[config.mk]
export PLATFORM = sky130hd
export DESIGN_NAME = ascp_parser
export DESIGN_NICKNAME = d
export VERILOG_FILES = /design/src/design/ascp_pkg.sv /design/src/design/ascp_dec_conv.sv /design/src/design/ascp_parser.sv
export VERILOG_INCLUDE_DIRS = /design/src /design/src/design
export SDC_FILE = /design/constraint.sdc
export NUM_CORES = 1
export LEC_CHECK = 0
export BUFFER_PORTS_ARGS = -buffer_cell sky130_fd_sc_hd__buf_2
export CAP_MARGIN = 20
export CORE_MARGIN = 2
export CORE_UTILIZATION = 66
export DETAILED_ROUTE_END_ITERATION = 10
export PLACE_DENSITY_LB_ADDON = 0.3
export REMOVE_ABC_BUFFERS = 1
export SKIP_LAST_GASP = 1
export SYNTH_ARGS = -nofsm -noshare
export SYNTH_HDL_FRONTEND = slang
export SYNTH_SLANG_ARGS = --single-unit
[constraint.sdc]
create_clock -name clk -period 13.6 [get_ports clk]
set_input_delay 0.68 -clock clk [delete_from_list [all_inputs] [get_ports clk]]
set_output_delay 0.68 -clock clk [all_outputs]
set_load 0.05 [all_outputs]
[src/design/ascp_defs.svh]
// Register map, reset values, field positions and character codes of the command parser.
`ifndef ASCP_DEFS_SVH
`define ASCP_DEFS_SVH
`define ASCP_REG_ADDR 3'h0
`define ASCP_REG_FORMAT 3'h1
`define ASCP_REG_CHEN 3'h2
`define ASCP_REG_PROTO 3'h3
`define ASCP_REG_STATUS 3'h4
`define ASCP_ADDR_RST 8'h01
`define ASCP_FORMAT_RST 8'h00
`define ASCP_CHEN_RST 4'hF
`define ASCP_FMT_CKSUM_BIT 6
`define ASCP_FMT_ENG 2'h0
`define ASCP_FMT_PCT 2'h1
`define ASCP_FMT_HEX 2'h2
`define ASCP_CH_CR 8'h0D
`define ASCP_CH_SPACE 8'h20
`define ASCP_CH_ACK 8'h21
`define ASCP_CH_HASH 8'h23
`define ASCP_CH_DOLLAR 8'h24
`define ASCP_CH_PLUS 8'h2B
`define ASCP_CH_MINUS 8'h2D
`define ASCP_CH_POINT 8'h2E
`define ASCP_CH_ZERO 8'h30
`define ASCP_CH_OFFSET 8'h31
`define ASCP_CH_LAST_CHAN 8'h33
`define ASCP_CH_NINE 8'h39
`define ASCP_CH_DATA 8'h3E
`define ASCP_CH_NAK 8'h3F
`define ASCP_CH_A 8'h41
`define ASCP_CH_F 8'h46
`define ASCP_BUF_DEPTH 8
`define ASCP_BUF_FULL 4'h8
`define ASCP_DEC_WIDTH 3'h7
`define ASCP_HEX_WIDTH 3'h4
`define ASCP_LAST_CHAN 2'h3
`define ASCP_LAST_PLACE 3'h4
`define ASCP_MAG_MAX 20'h1_869F
`endif

[src/design/ascp_pkg.sv]
// Types shared by the command parser and its decimal converter.
package ascp_pkg;
  typedef enum {S_IDLE, S_COLLECT, S_EVAL, S_HEAD, S_ADDR, S_CONV, S_FIELD, S_CKSUM, S_CR} ascp_state_t;
  typedef enum {R_ACK, R_NAK, R_DATA} ascp_resp_t;
  typedef logic signed [19:0] ascp_value_t;
endpackage

[src/design/ascp_dec_conv.sv]
// Signed value to sign flag and five decimal digits by repeated subtraction.
`timescale 1ns/1ps
`default_nettype none
`include "ascp_defs.svh"
module ascp_dec_conv
  import ascp_pkg::*;
(
  // Clock and reset
  input wire logic clk,
  input wire logic rst_n,
  // Request
  input wire logic start,
  input wire ascp_value_t value,
  // Result
  output logic busy,
  output logic neg,
  output logic [19:0] digits
);
  logic [19:0] rem;
  logic [2:0] place;
  logic [3:0] cnt;

  function automatic logic [19:0] place_weight(input logic [2:0] p);
    unique case (p)
      3'h0: place_weight = 20'h0_2710;
      3'h1: place_weight = 20'h0_03E8;
      3'h2: place_weight = 20'h0_0064;
      3'h3: place_weight = 20'h0_000A;
      default: place_weight = 20'h0_0001;
    endcase
  endfunction

  wire [19:0] weight = place_weight(place);
  wire [19:0] mag_raw = value[19] ? 20'(-value) : value;
  // Magnitudes beyond five digits saturate at the largest printable value.
  wire [19:0] mag = (mag_raw > `ASCP_MAG_MAX) ? `ASCP_MAG_MAX : mag_raw;
  wire fits = rem >= weight;

  always_ff @(posedge clk or negedge rst_n)
    if (!rst_n)
    begin
      busy <= 1'b0;
      neg <= 1'b0;
      digits <= 20'h0_0000;
      rem <= 20'h0_0000;
      place <= 3'h0;
      cnt <= 4'h0;
    end
    else if (start)
    begin
      busy <= 1'b1;
      neg <= value[19];
      rem <= mag;
      place <= 3'h0;
      cnt <= 4'h0;
    end
    else if (busy && fits)
    begin
      rem <= rem - weight;
      cnt <= cnt + 4'h1;
    end
    else if (busy)
    begin
      digits <= {digits[15:0], cnt};
      cnt <= 4'h0;
      place <= place + 3'h1;
      busy <= (place != `ASCP_LAST_PLACE);
    end
endmodule
`default_nettype wire

[src/design/ascp_parser.sv]
// Addressed ASCII command parser with read-all-channels and offset/gain calibration.
`timescale 1ns/1ps
`default_nettype none
`include "ascp_defs.svh"
module ascp_parser
  import ascp_pkg::*;
(
  // Clock and reset
  input wire logic clk,
  input wire logic arst_n,
  // Avalon-MM register slave
  input wire logic [3:0] avs_address,
  input wire logic avs_read,
  input wire logic avs_write,
  input wire logic [31:0] avs_writedata,
  output logic [31:0] avs_readdata,
  output logic avs_waitrequest,
  // Received characters
  input wire logic rx_valid,
  input wire logic [7:0] rx_data,
  output logic rx_ready,
  // Transmitted characters
  output logic tx_valid,
  output logic [7:0] tx_data,
  input wire logic tx_ready,
  // Channel samples
  input wire ascp_value_t ch0_value,
  input wire ascp_value_t ch1_value,
  input wire ascp_value_t ch2_value,
  input wire ascp_value_t ch3_value
);
  logic rst_meta;
  logic rst_n;
  logic [7:0] own_addr;
  logic [7:0] fmt_byte;
  logic [3:0] ch_en;
  logic proto_modbus;
  logic [3:0] off_done;
  logic [3:0] gain_done;
  ascp_value_t cal_off [4];
  ascp_value_t cal_gain [4];
  ascp_state_t state;
  ascp_state_t next_state;
  ascp_resp_t resp;
  logic [7:0] lead;
  logic [7:0] rx_buf [`ASCP_BUF_DEPTH];
  logic [3:0] cnt;
  logic ovf;
  logic [7:0] sum;
  logic [7:0] sum_b1;
  logic [7:0] sum_b2;
  logic [7:0] resp_addr;
  logic [7:0] tx_sum;
  logic [2:0] idx;
  logic [1:0] chan;
  logic conv_go;
  logic conv_busy;
  logic conv_neg;
  logic [19:0] conv_digits;
  logic [7:0] tx_char;

  function automatic logic is_hex(input logic [7:0] c);
    return (c >= `ASCP_CH_ZERO && c <= `ASCP_CH_NINE) || (c >= `ASCP_CH_A && c <= `ASCP_CH_F);
  endfunction

  function automatic logic [3:0] hex_val(input logic [7:0] c);
    return (c <= `ASCP_CH_NINE) ? c[3:0] : 4'(c[3:0] + 4'h9);
  endfunction

  function automatic logic [7:0] hex_char(input logic [3:0] n);
    return (n <= 4'h9) ? (`ASCP_CH_ZERO | {4'h0, n}) : 8'(`ASCP_CH_A - 8'h0A + {4'h0, n});
  endfunction

  function automatic logic [7:0] dec_char(input logic [2:0] i, input logic n, input logic [19:0] d);
    unique case (i)
      3'h0: dec_char = n ? `ASCP_CH_MINUS : `ASCP_CH_PLUS;
      3'h1: dec_char = `ASCP_CH_ZERO | {4'h0, d[19:16]};
      3'h2: dec_char = `ASCP_CH_ZERO | {4'h0, d[15:12]};
      3'h3: dec_char = `ASCP_CH_POINT;
      3'h4: dec_char = `ASCP_CH_ZERO | {4'h0, d[11:8]};
      3'h5: dec_char = `ASCP_CH_ZERO | {4'h0, d[7:4]};
      default: dec_char = `ASCP_CH_ZERO | {4'h0, d[3:0]};
    endcase
  endfunction

  always_ff @(posedge clk or negedge arst_n)
    if (!arst_n)
    begin
      rst_meta <= 1'b0;
      rst_n <= 1'b0;
    end
    else
    begin
      rst_meta <= 1'b1;
      rst_n <= rst_meta;
    end

  wire ascp_value_t ch_value [4];
  assign ch_value[0] = ch0_value;
  assign ch_value[1] = ch1_value;
  assign ch_value[2] = ch2_value;
  assign ch_value[3] = ch3_value;

  // Register slave: one wait cycle, then the access completes.
  wire bus_req = avs_read | avs_write;
  wire bus_wr = avs_write & ~avs_waitrequest;
  wire wr_addr = bus_wr & (avs_address == {1'b0, `ASCP_REG_ADDR});
  wire wr_fmt = bus_wr & (avs_address == {1'b0, `ASCP_REG_FORMAT});
  wire wr_chen = bus_wr & (avs_address == {1'b0, `ASCP_REG_CHEN});
  wire wr_proto = bus_wr & (avs_address == {1'b0, `ASCP_REG_PROTO});
  wire wr_status = bus_wr & (avs_address == {1'b0, `ASCP_REG_STATUS});
  wire ascp_value_t cal_sel = avs_address[2] ? cal_gain[avs_address[1:0]] : cal_off[avs_address[1:0]];
  wire [31:0] rd_low =
    (avs_address[2:0] == `ASCP_REG_ADDR) ? {24'h00_0000, own_addr} :
    (avs_address[2:0] == `ASCP_REG_FORMAT) ? {24'h00_0000, fmt_byte} :
    (avs_address[2:0] == `ASCP_REG_CHEN) ? {28'h000_0000, ch_en} :
    (avs_address[2:0] == `ASCP_REG_PROTO) ? {31'h0000_0000, proto_modbus} :
    (avs_address[2:0] == `ASCP_REG_STATUS) ? {23'h00_0000, gain_done, off_done, state != S_IDLE} :
    32'h0000_0000;
  wire [31:0] rd_mux = avs_address[3] ? {{12{cal_sel[19]}}, cal_sel} : rd_low;

  always_ff @(posedge clk or negedge rst_n)
    if (!rst_n)
    begin
      avs_waitrequest <= 1'b1;
      avs_readdata <= 32'h0000_0000;
    end
    else
    begin
      avs_waitrequest <= ~(bus_req & avs_waitrequest);
      avs_readdata <= (bus_req & avs_waitrequest) ? rd_mux : avs_readdata;
    end

  always_ff @(posedge clk or negedge rst_n)
    if (!rst_n)
    begin
      own_addr <= `ASCP_ADDR_RST;
      fmt_byte <= `ASCP_FORMAT_RST;
      ch_en <= `ASCP_CHEN_RST;
      proto_modbus <= 1'b0;
    end
    else
    begin
      own_addr <= wr_addr ? avs_writedata[7:0] : own_addr;
      fmt_byte <= wr_fmt ? avs_writedata[7:0] : fmt_byte;
      ch_en <= wr_chen ? avs_writedata[3:0] : ch_en;
      proto_modbus <= wr_proto ? avs_writedata[0] : proto_modbus;
    end

  wire ck_en = fmt_byte[`ASCP_FMT_CKSUM_BIT];
  wire is_hexfmt = fmt_byte[1:0] == `ASCP_FMT_HEX;
  wire [2:0] width = is_hexfmt ? `ASCP_HEX_WIDTH : `ASCP_DEC_WIDTH;

  wire rx_take = rx_valid & rx_ready & ~proto_modbus;
  wire rx_cr = rx_data == `ASCP_CH_CR;

  always_ff @(posedge clk or negedge rst_n)
    if (!rst_n)
    begin
      lead <= 8'h00;
      cnt <= 4'h0;
      ovf <= 1'b0;
      sum <= 8'h00;
      sum_b1 <= 8'h00;
      sum_b2 <= 8'h00;
    end
    else if (state == S_IDLE && rx_take && !rx_cr)
    begin
      lead <= rx_data;
      cnt <= 4'h0;
      ovf <= 1'b0;
      sum <= rx_data;
      sum_b1 <= 8'h00;
      sum_b2 <= 8'h00;
    end
    else if (state == S_COLLECT && rx_take && !rx_cr)
    begin
      ovf <= ovf | (cnt == `ASCP_BUF_FULL);
      cnt <= (cnt == `ASCP_BUF_FULL) ? cnt : cnt + 4'h1;
      sum <= sum + rx_data;
      sum_b1 <= sum;
      sum_b2 <= sum_b1;
    end

  always_ff @(posedge clk)
    if (state == S_COLLECT && rx_take && !rx_cr && cnt != `ASCP_BUF_FULL)
      rx_buf[cnt[2:0]] <= rx_data;

  wire [3:0] pay_len = ck_en ? cnt - 4'h2 : cnt;
  wire [7:0] ck_hi = rx_buf[3'(cnt - 4'h2)];
  wire [7:0] ck_lo = rx_buf[3'(cnt - 4'h1)];
  wire ck_ok = ~ck_en | ((cnt >= 4'h2) & is_hex(ck_hi) & is_hex(ck_lo) & ({hex_val(ck_hi), hex_val(ck_lo)} == sum_b2));
  wire addr_ok = (pay_len >= 4'h2) & is_hex(rx_buf[0]) & is_hex(rx_buf[1])
    & ({hex_val(rx_buf[0]), hex_val(rx_buf[1])} == own_addr);
  wire silent = ovf | ~ck_ok | ~addr_ok;
  wire read_all = (lead == `ASCP_CH_HASH) & (pay_len == 4'h2);
  wire cal_cmd = (lead == `ASCP_CH_DOLLAR) & (pay_len == 4'h4) & ~proto_modbus
    & ((rx_buf[2] == `ASCP_CH_ZERO) | (rx_buf[2] == `ASCP_CH_OFFSET))
    & (rx_buf[3] >= `ASCP_CH_ZERO) & (rx_buf[3] <= `ASCP_CH_LAST_CHAN);
  wire is_offset = rx_buf[2] == `ASCP_CH_OFFSET;
  wire [1:0] cal_ch = rx_buf[3][1:0];
  wire ascp_value_t cal_pick = ch_value[cal_ch];
  wire do_cal = (state == S_EVAL) & ~silent & cal_cmd;

  always_ff @(posedge clk)
    if (do_cal && is_offset)
      cal_off[cal_ch] <= cal_pick;
    else if (do_cal)
      cal_gain[cal_ch] <= cal_pick;

  wire [3:0] cal_bit = 4'(1 << cal_ch);
  wire [3:0] off_clr = wr_status ? avs_writedata[4:1] : 4'h0;
  wire [3:0] gain_clr = wr_status ? avs_writedata[8:5] : 4'h0;

  // A capture in the same cycle as a software clear keeps its flag.
  always_ff @(posedge clk or negedge rst_n)
    if (!rst_n)
    begin
      off_done <= 4'h0;
      gain_done <= 4'h0;
    end
    else
    begin
      off_done <= (off_done & ~off_clr) | ((do_cal & is_offset) ? cal_bit : 4'h0);
      gain_done <= (gain_done & ~gain_clr) | ((do_cal & ~is_offset) ? cal_bit : 4'h0);
    end

  // Response side.
  wire send_state = state inside {S_HEAD, S_ADDR, S_FIELD, S_CKSUM, S_CR};
  wire load = send_state & (~tx_valid | tx_ready);
  wire ascp_value_t cur_val = ch_value[chan];
  wire [15:0] hex_shift = cur_val[15:0] >> {2'(~idx[1:0]), 2'b00};
  wire last_idx = idx == 3'(width - 3'h1);
  ascp_state_t tail_state;
  assign tail_state = ck_en ? S_CKSUM : S_CR;

  wire [7:0] field_char = !ch_en[chan] ? `ASCP_CH_SPACE :
    is_hexfmt ? hex_char(hex_shift[3:0]) : dec_char(idx, conv_neg, conv_digits);
  wire [7:0] head_char = (resp == R_DATA) ? `ASCP_CH_DATA : (resp == R_ACK) ? `ASCP_CH_ACK : `ASCP_CH_NAK;

  always_comb
  begin
    unique case (state)
      S_HEAD: tx_char = head_char;
      S_ADDR: tx_char = hex_char(idx[0] ? resp_addr[3:0] : resp_addr[7:4]);
      S_FIELD: tx_char = field_char;
      S_CKSUM: tx_char = hex_char(idx[0] ? tx_sum[3:0] : tx_sum[7:4]);
      S_CR: tx_char = `ASCP_CH_CR;
      default: tx_char = 8'h00;
    endcase
  end

  always_comb
  begin
    next_state = state;
    unique case (state)
      S_IDLE: next_state = (rx_take && !rx_cr) ? S_COLLECT : S_IDLE;
      S_COLLECT: next_state = (rx_take && rx_cr) ? S_EVAL : S_COLLECT;
      S_EVAL: next_state = silent ? S_IDLE : S_HEAD;
      S_HEAD: next_state = !load ? S_HEAD : (resp == R_DATA) ? S_CONV : S_ADDR;
      S_ADDR: next_state = (load && idx[0]) ? tail_state : S_ADDR;
      S_CONV: next_state = (conv_go && !conv_busy) ? S_FIELD : S_CONV;
      S_FIELD: next_state = !(load && last_idx) ? S_FIELD : (chan == `ASCP_LAST_CHAN) ? tail_state : S_CONV;
      S_CKSUM: next_state = (load && idx[0]) ? S_CR : S_CKSUM;
      S_CR: next_state = load ? S_IDLE : S_CR;
      default: next_state = S_IDLE;
    endcase
  end

  always_ff @(posedge clk or negedge rst_n)
    if (!rst_n)
    begin
      state <= S_IDLE;
      rx_ready <= 1'b0;
      resp <= R_NAK;
      resp_addr <= 8'h00;
    end
    else
    begin
      state <= next_state;
      rx_ready <= next_state inside {S_IDLE, S_COLLECT};
      resp <= (state == S_EVAL) ? (read_all ? R_DATA : cal_cmd ? R_ACK : R_NAK) : resp;
      resp_addr <= (state == S_EVAL) ? own_addr : resp_addr;
    end

  always_ff @(posedge clk or negedge rst_n)
    if (!rst_n)
    begin
      idx <= 3'h0;
      chan <= 2'h0;
      conv_go <= 1'b0;
      tx_sum <= 8'h00;
    end
    else
    begin
      idx <= (state != next_state) ? 3'h0 : load ? idx + 3'h1 : idx;
      chan <= (state == S_EVAL) ? 2'h0 : (state == S_FIELD && next_state == S_CONV) ? chan + 2'h1 : chan;
      conv_go <= (state == S_CONV) & (next_state == S_CONV);
      tx_sum <= (state == S_EVAL) ? 8'h00 : (load && state != S_CKSUM) ? tx_sum + tx_char : tx_sum;
    end

  always_ff @(posedge clk or negedge rst_n)
    if (!rst_n)
    begin
      tx_valid <= 1'b0;
      tx_data <= 8'h00;
    end
    else
    begin
      tx_valid <= load | (tx_valid & ~tx_ready);
      tx_data <= load ? tx_char : tx_data;
    end

  ascp_dec_conv u_conv (
    .clk(clk),
    .rst_n(rst_n),
    .start((state == S_CONV) & ~conv_go),
    .value(cur_val),
    .busy(conv_busy),
    .neg(conv_neg),
    .digits(conv_digits)
  );
endmodule
`default_nettype wire

* After elaboration in Yosys (flattened, before gate mapping)
Memory sizes are Yosys's and may differ from the RTL's. Index checks and enable logic that the tools add are counted.
Storage, ports and cells: input port bits 130, bits in writable memories 224, flip-flop bits (word level) 246, logic and storage cells 332, memories kept 3
Memories:
- cal_gain | words 4, bits a word 20, rd ports 1, clocked after Yosys merged registers in 0, wr ports 1, RTL line ascp_parser.sv:41 | ascp_value_t cal_gain [4];
- cal_off | words 4, bits a word 20, rd ports 1, clocked after Yosys merged registers in 0, wr ports 1, RTL line ascp_parser.sv:40 | ascp_value_t cal_off [4];
- rx_buf | words 8, bits a word 8, rd ports 6, clocked after Yosys merged registers in 0, wr ports 1, RTL line ascp_parser.sv:46 | logic [7:0] rx_buf [`ASCP_BUF_DEPTH];
Cells by class: mux-type cells 90, reduce and logical (&&, ||, !) cells 49, bitwise logic cells 59, shifts and indexed selects 2, order comparisons 28, equal/unequal tests 50, add/sub/neg operators 19
Operator list (count):
- $eq 32x3->1 const B | 6
- $mux 20 | 9
- $logic_not 32->1 | 4
- $eq 32x2->1 const B | 3
- $eq 32x4->1 const B | 3
- $mux 4 | 23
- $bmux 20 s2 | 2
- $mux 8 | 10
- $eq 32x1->1 const B | 2
- $pmux 14 s4 | 1
- $mux 9 | 5
- $ge 8x6->1 const B | 5
- $le 8x6->1 const B | 5
- $pmux 8 s5 | 1
- $pmux 4 s9 | 1
- $eq 8x6->1 const B | 4
- $ge 8x7->1 const B | 4
- $le 8x7->1 const B | 4
- $mux 32 | 1
- $ne 32x4->1 const B | 1
- $ne 32x5->1 | 1
- $reduce_bool 32->1 | 1
- $pmux 5 s6 | 1
- $and 1x1->1 | 29
- 56 further kinds | 171

* Logic depth before layout (Yosys ltp)
An unclocked memory read counts as a cell.
word-level depth 18, depth in mapped cells 20, depth with buffers taken out 18

* Hierarchy
A second synthesis with hierarchy kept.
Unflattened totals: cell total of the unflattened synthesis 1754, area, all modules 22243.8 µm²
Modules (own cells, without submodules):
- ascp_parser | cells an instance 1383, area an instance 18564.1 µm², instances 1, sequential area each 9888.2 µm²
- ascp_dec_conv | cells an instance 371, area an instance 3679.8 µm², instances 1, sequential area each 1226.2 µm²

* Worst setup path before layout
OpenSTA, ideal clock, no wires.
path kind flip-flop to flip-flop, from reg cnt[1], to mem cal_gain[0][0] in the netlist's numbering, enable pin, setup time 0.448 ns, required time 13.152 ns, slack 7.085 ns, cell stages (with the launch flop) 18, period minus slack after synthesis 6.515 ns, data arrival time 6.067 ns, cells stage by stage dfrtp_1 > clkbuf_1 > inv_2 > ha_1 > buf_2 > buf_2 > mux4_2 > mux2i_1 > inv_1 > ha_1 > nor2_1 > nor2_1 > o41ai_1 > a21oi_1 > o41a_1 > o41a_1 > buf_2 > nor4_1
Between the ends: cells in the longest elaborated chain, start to end 18, elaborated cells between the ends (all ways) 49, classes of those cells add/sub (4); order compare (10); eq/ne (2); mux (6); bitwise (19); reduce/logical (7); memory (1)
Ends and longest elaborated chain:
- start, declared | RTL line ascp_parser.sv:47 | logic [3:0] cnt;
- start signal, assigned | RTL line ascp_parser.sv:179 | cnt <= (cnt == `ASCP_BUF_FULL) ? cnt : cnt + 4'h1;
- $sub 4x2->4 | RTL line ascp_parser.sv:190 | wire [7:0] ck_hi = rx_buf[3'(cnt - 4'h2)];
- $mem_v2 8x8
- $ge 8x6->1 (no line), or another cell as far along
- $logic_and 1x1->1 (no line)
- $logic_or 1x1->1 | RTL line ascp_parser.sv:63 | return (c >= `ASCP_CH_ZERO && c <= `ASCP_CH_NINE) || (c >= `ASCP_CH_A && c <= `ASCP_CH_F);
- $and 1x1->1 (3 in series) | RTL line ascp_parser.sv:192 | wire ck_ok = ~ck_en | ((cnt >= 4'h2) & is_hex(ck_hi) & is_hex(ck_lo) & ({hex_val(ck_hi), hex_val(ck_lo)} == su ...
- $or 1x1->1 | RTL line ascp_parser.sv:192
- $not 1->1 | RTL line ascp_parser.sv:195 | wire silent = ovf | ~ck_ok | ~addr_ok;
- $or 1x1->1 (2 in series) | RTL line ascp_parser.sv:195
- $not 1->1 | RTL line ascp_parser.sv:203 | wire do_cal = (state == S_EVAL) & ~silent & cal_cmd;
- $and 1x1->1 | RTL line ascp_parser.sv:203
- $and 1x1->1 * | RTL line ascp_parser.sv:203
- $mux 1 / $logic_and 1x1->1 (equally long branches) | RTL line ascp_parser.sv:208, ascp_parser.sv:206
- $mux 1 * | RTL line ascp_parser.sv:206 | if (do_cal && is_offset)
- $mux 1 (not written as such) * | RTL line ascp_parser.sv:209 | cal_gain[cal_ch] <= cal_pick;
- end, declared | RTL line ascp_parser.sv:41
Mark *: on every way between the ends. The rest lies on a longest branch, timed or not.

* Worst setup path in the final report
from reg cnt[1], to mem cal_gain[1][12] in the netlist's numbering, enable pin
The elaborated chain is that of the path after synthesis.

==> run_summary.xml <==
<?xml version="1.0" encoding="UTF-8"?>
<metrics>
  <group name="timing">
    <metric name="tightestPinTransition" unit="ns">1.084</metric>
    <metric name="layout_min_cycle_time" unit="ns">5.759</metric>
    <metric name="max_slew_margin" unit="%">27.56</metric>
    <metric name="clock.fmax" unit="MHz">173.7</metric>
    <metric name="final_hold_viol_count" unit="">0</metric>
    <metric name="setup-tns-final" unit="ns">0</metric>
    <metric name="setup-violations-final" unit="">0</metric>
    <metric name="finalHoldWorstSlack" unit="ns">0.3058</metric>
    <metric name="final_clock_period_utilization_by_the_worst_path" unit="%">42.34</metric>
    <metric name="final.setup_skew" unit="ns">0.02166</metric>
    <metric name="final-max-slew-violation-count" unit="">0</metric>
    <metric name="grt_setup_unrepaired" unit="">false</metric>
  </group>
  <group name="routing">
    <metric name="post_drt_via_cell_ratio" unit="">6.956</metric>
    <metric name="num_vias" unit="">16420</metric>
    <metric name="antenna_violating_nets_post_route" unit="">0</metric>
    <metric name="drtPass1Iterations" unit="">7</metric>
    <metric name="initialDrtViolationCount" unit="">1936</metric>
    <metric name="drt_wl_total" unit="um">59780</metric>
    <metric name="routedWlPerCell" unit="um">25.33</metric>
    <metric name="post-route-drc-count" unit="">0</metric>
  </group>
  <group name="clock_network">
    <metric name="cts.reportedPaths.clkPinSlew" unit="ns">0.06</metric>
    <metric name="clock_insertion_delay_worst_skew" unit="ns">0.57</metric>
    <metric name="clock_sink_count" unit="">399</metric>
    <metric name="htreeDepth" unit="">2</metric>
    <metric name="cts_tree" unit="">built</metric>
    <metric name="cts_repair_resize_count" unit="">0</metric>
    <metric name="post_cts_buffers" unit="">0</metric>
    <metric name="cts_buffers" unit="">41</metric>
    <metric name="cts.hold.buffers_added" unit="">1</metric>
    <metric name="cts-root-buf" unit="">sky130_fd_sc_hd__clkbuf_16</metric>
    <metric name="clock_path_buffers" unit="">3</metric>
  </group>
  <group name="min_path">
    <metric name="hp_class" unit="">reg -&gt; async</metric>
  </group>
  <group name="floorplanning">
    <metric name="design.core.area" unit="sq mm">0.03270</metric>
    <metric name="die-width" unit="um">186.5</metric>
    <metric name="std_cell_rows" unit="">66</metric>
    <metric name="die_h" unit="um">186.5</metric>
    <metric name="initial_core_util" unit="%">67.19</metric>
    <metric name="ioPinCount" unit="">173</metric>
    <metric name="dieArea" unit="sq mm">0.03477</metric>
  </group>
  <group name="critical_path">
    <metric name="critical_path.startpoint" unit="">cnt[1]$_DFFE_PN0P_</metric>
    <metric name="logic_depth_of_the_worst_setup_path_including_buffers" unit="">16</metric>
    <metric name="ordered_cell_list_for_the_critical_path" unit="">buf_4 -&gt; inv_2 -&gt; ha_1 -&gt; buf_4 -&gt; mux4_2 -&gt; mux2i_1 -&gt; inv_1 -&gt; ha_1 -&gt; nor2_1 -&gt; nor2_1 -&gt; o41ai_1 -&gt; a21oi_1 -&gt; o41a_1 -&gt; o41a_1 -&gt; nor4_2 -&gt; buf_4</metric>
    <metric name="critPathRequiredTime" unit="ns">13.82</metric>
    <metric name="timing.critical_path.buf_inv" unit="">5</metric>
    <metric name="reg2reg_depth" unit="">16</metric>
    <metric name="crit-reg2reg-capture" unit="">cal_gain[1][12]$_DFFE_PP_</metric>
    <metric name="critPathLaunchType" unit="">flop</metric>
    <metric name="family_with_the_most_delay_on_the_worst_path" unit="">compound AO/OA/AOI/OAI gates</metric>
    <metric name="worst_ep_arrival_time" unit="ns">5.98</metric>
    <metric name="timing.critical_path.mode_cell" unit="">sky130_fd_sc_hd__buf_4</metric>
    <metric name="critPathMaxStageDelay" unit="ns">0.68</metric>
    <metric name="worst_r2r_startpoint" unit="">cnt[1]$_DFFE_PN0P_</metric>
    <metric name="critical_path.endpoint" unit="">cal_gain[1][12]$_DFFE_PP_</metric>
    <metric name="worstPathMaxFanout" unit="">27</metric>
    <metric name="regToRegSetupSlack" unit="ns">7.84</metric>
    <metric name="crit_type" unit="">reg -&gt; reg</metric>
    <metric name="critical_path_end_type" unit="">flop</metric>
    <metric name="cp_slowest_cell" unit="">sky130_fd_sc_hd__o41a_1</metric>
  </group>
  <group name="power_and_ir_drop">
    <metric name="peakVddDrop" unit="uV">145.6</metric>
    <metric name="p_leak" unit="uW">0.009505</metric>
    <metric name="power_per_cell_area" unit="mW/mm^2">196.9</metric>
  </group>
  <group name="grt">
    <metric name="initial_antenna_violation_count" unit="">2</metric>
    <metric name="pin_count_of_the_biggest_net_entering_global_routing" unit="">70</metric>
    <metric name="globalRouteTotalUtil" unit="%">34.72</metric>
    <metric name="via_count_of_the_first_global_routing_pass" unit="">16280</metric>
    <metric name="grt_remaining_overflow" unit="">0</metric>
    <metric name="wire_length_of_the_first_global_routing_pass" unit="um">93500</metric>
  </group>
  <group name="yosys">
    <metric name="synth-main-ff-cell" unit="">sky130_fd_sc_hd__edfxtp_1</metric>
    <metric name="synthesized_flop_and_latch_total" unit="">399</metric>
    <metric name="postSynth.asyncResetShare" unit="%">43.86</metric>
    <metric name="synthCells" unit="">1765</metric>
    <metric name="ys_warn_count" unit="">0</metric>
    <metric name="synth-seq-area-share" unit="%">50.58</metric>
    <metric name="synth_enable_flop_cells" unit="">224</metric>
    <metric name="synth_area" unit="sq mm">0.02197</metric>
    <metric name="synth_cell_type_count" unit="">91</metric>
    <metric name="syn_avg_cell_area" unit="sq um">12.45</metric>
  </group>
  <group name="cells_and_area">
    <metric name="nets" unit="">2083</metric>
    <metric name="syn_to_final_growth" unit="%">11.67</metric>
    <metric name="fraction_of_layout_cells_with_a_size_suffix_above_1" unit="%">24.11</metric>
    <metric name="final-instance-count-excl-fill" unit="">2360</metric>
  </group>
  <group name="run_status">
    <metric name="outcome" unit="">complete, no violations</metric>
  </group>
  <group name="job">
    <metric name="maxCapViolCount" unit="">0</metric>
  </group>
  <group name="place">
    <metric name="buffer_ports.inserted" unit="">148</metric>
    <metric name="placed_cells" unit="">2279</metric>
    <metric name="finalWeightedCongestion" unit="">0.9474</metric>
    <metric name="hpwlAfterDp" unit="um">39490</metric>
  </group>
</metrics>
-- per-stage QoR --
step	power (uW)	utilization (%)	setup WS (ns)	cell area [sq um]
2_1_floorplan	3077	-	5.845	21480
3_3_place_gp	3508	70.51	8.212	23060
3_5_place_dp	3584	70.51	7.981	23060
4_1_cts	4800	74.96	7.938	24510
5_1_grt	5091	75.03	7.610	24540
6_report	4832	75.03	7.841	24540
-- Yosys cell counts, drive strengths merged (7+ instances only) --
| cell type | count | share of area, % |
|---|---|---|
| ha | 67 | 3.8 |
| nor4b | 8 | 0.35 |
| a22o | 17 | 0.68 |
| xor2 | 16 | 0.64 |
| nand2 | 156 | 2.7 |
| o21a | 7 | 0.24 |
| nand3 | 36 | 0.84 |
| nand3b | 9 | 0.31 |
| and3 | 16 | 0.46 |
| inv | 54 | 0.92 |
| mux2i | 54 | 2.5 |
| or4 | 7 | 0.26 |
| a31oi | 17 | 0.48 |
| a21o | 10 | 0.34 |
| o211ai | 16 | 0.61 |
| nand4 | 16 | 0.46 |
| a22oi | 16 | 0.55 |
| or3 | 8 | 0.23 |
| o21bai | 10 | 0.34 |
| nor3 | 47 | 1.1 |
| xnor2 | 47 | 1.9 |
| edfxtp | 224 | 31 |
| dfstp | 7 | 0.84 |
| o21ai | 104 | 2.4 |
| nor2 | 87 | 1.5 |
| a211oi | 21 | 0.72 |
| a21oi | 61 | 1.4 |
| o22ai | 9 | 0.26 |
| mux2 | 70 | 3.6 |
| mux4 | 113 | 12 |
| nor2b | 18 | 0.51 |
| buf | 46 | 1.3 |
| nor4 | 26 | 0.87 |
| nand2b | 23 | 0.65 |
| dfrtp | 168 | 19 |
| clkbuf | 58 | 0.99 |
-- cell type report --
cell class	instances	area, sq um
flip-flops and latches	399	11120
multi-input cells	1208	10230
fillers	2061	8164
clock buffers	43	1033
repair buffers	179	979.7
well taps	442	553.0
clock inverters	33	412.9
inverters	54	202.7
diodes	2	5.005
-- kinds of logic (layout without fill, tap and decap cells) --
family,count (synthesis),in the layout,synth area share [%]
compound gates,353,353,10.74
xor+xnor,64,64,2.619
fa+ha+maj,70,70,4.088
buf+inv,158,309,3.166
flops,399,399,50.58
mux,237,237,17.70
other cells,2,4,0.03418
simple gates,482,482,11.08
-- metal layers --
layer  routed length, um  global-route usage [%]
met5                   0                       0
met4                2510                   13.52
met3                7285                   8.557
met2               27510                   53.73
met1               22470                   48.11
-- report_power, final --
| group | switching (uW) | internal (uW) |
|---|---|---|
| clock network | 504 | 699 |
| logic | 1140 | 823 |
| registers | 199 | 1470 |
| total | 1840 | 2990 |
-- how the worst min path moves through the flow --
stage / startpoint / to / slack (ns) / cells after the start
floorplan: rst_meta$_DFF_PN0_ / rst_n$_DFF_PN0_ / 0.33 / 0
global placement: rst_n$_DFF_PN0_ / tx_data[5]$_DFFE_PN0P_ / 0.31 / 0
detailed placement: rst_n$_DFF_PN0_ / tx_data[5]$_DFFE_PN0P_ / 0.33 / 0
CTS: rst_n$_DFF_PN0_ / tx_data[5]$_DFFE_PN0P_ / 0.33 / 0
global route: rst_n$_DFF_PN0_ / tx_data[5]$_DFFE_PN0P_ / 0.36 / 0
finish: rst_n$_DFF_PN0_ / tx_data[5]$_DFFE_PN0P_ / 0.31 / 0
-- layout by cell type, fill, tap and decap left out, drive strengths merged, types with 7 or more instances in the layout --
master,synthesis,layout
dfrtp,168,168
a22oi,16,16
a21o,10,10
and3,16,16
buf,46,178
ha,67,67
inv,54,58
nand4,16,16
clkinv,0,20
nand3,36,36
dfstp,7,7
nand3b,9,9
or3,8,8
xor2,16,16
o21ai,104,104
nand2,156,156
or4,7,7
clkbuf,58,43
a22o,17,17
xnor2,47,47
bufinv,0,7
edfxtp,224,224
mux2,70,70
o21a,7,7
nor3,47,47
mux4,113,113
a31oi,17,17
nor2b,18,18
a211oi,21,21
o21bai,10,10
mux2i,54,54
a21oi,61,61
nor4,26,26
nand2b,23,23
o211ai,16,16
o22ai,9,9
nor4b,8,8
nor2,87,87
-- state kept, by name (all words and copies together), names as in the netlist, 3 cells and up --
register,count
cal_off,80
rx_buf,64
u_conv.place,3
sum_b2,8
state,4
fmt_byte,8
resp_addr,8
tx_sum,8
u_conv.cnt,4
u_conv.rem,20
own_addr,8
sum_b1,8
tx_data,7
sum,8
avs_readdata,20
cnt,4
ch_en,4
idx,3
cal_gain,80
u_conv.digits,20
off_done,4
gain_done,4
lead,8
(Power assumes the default switching activity.)
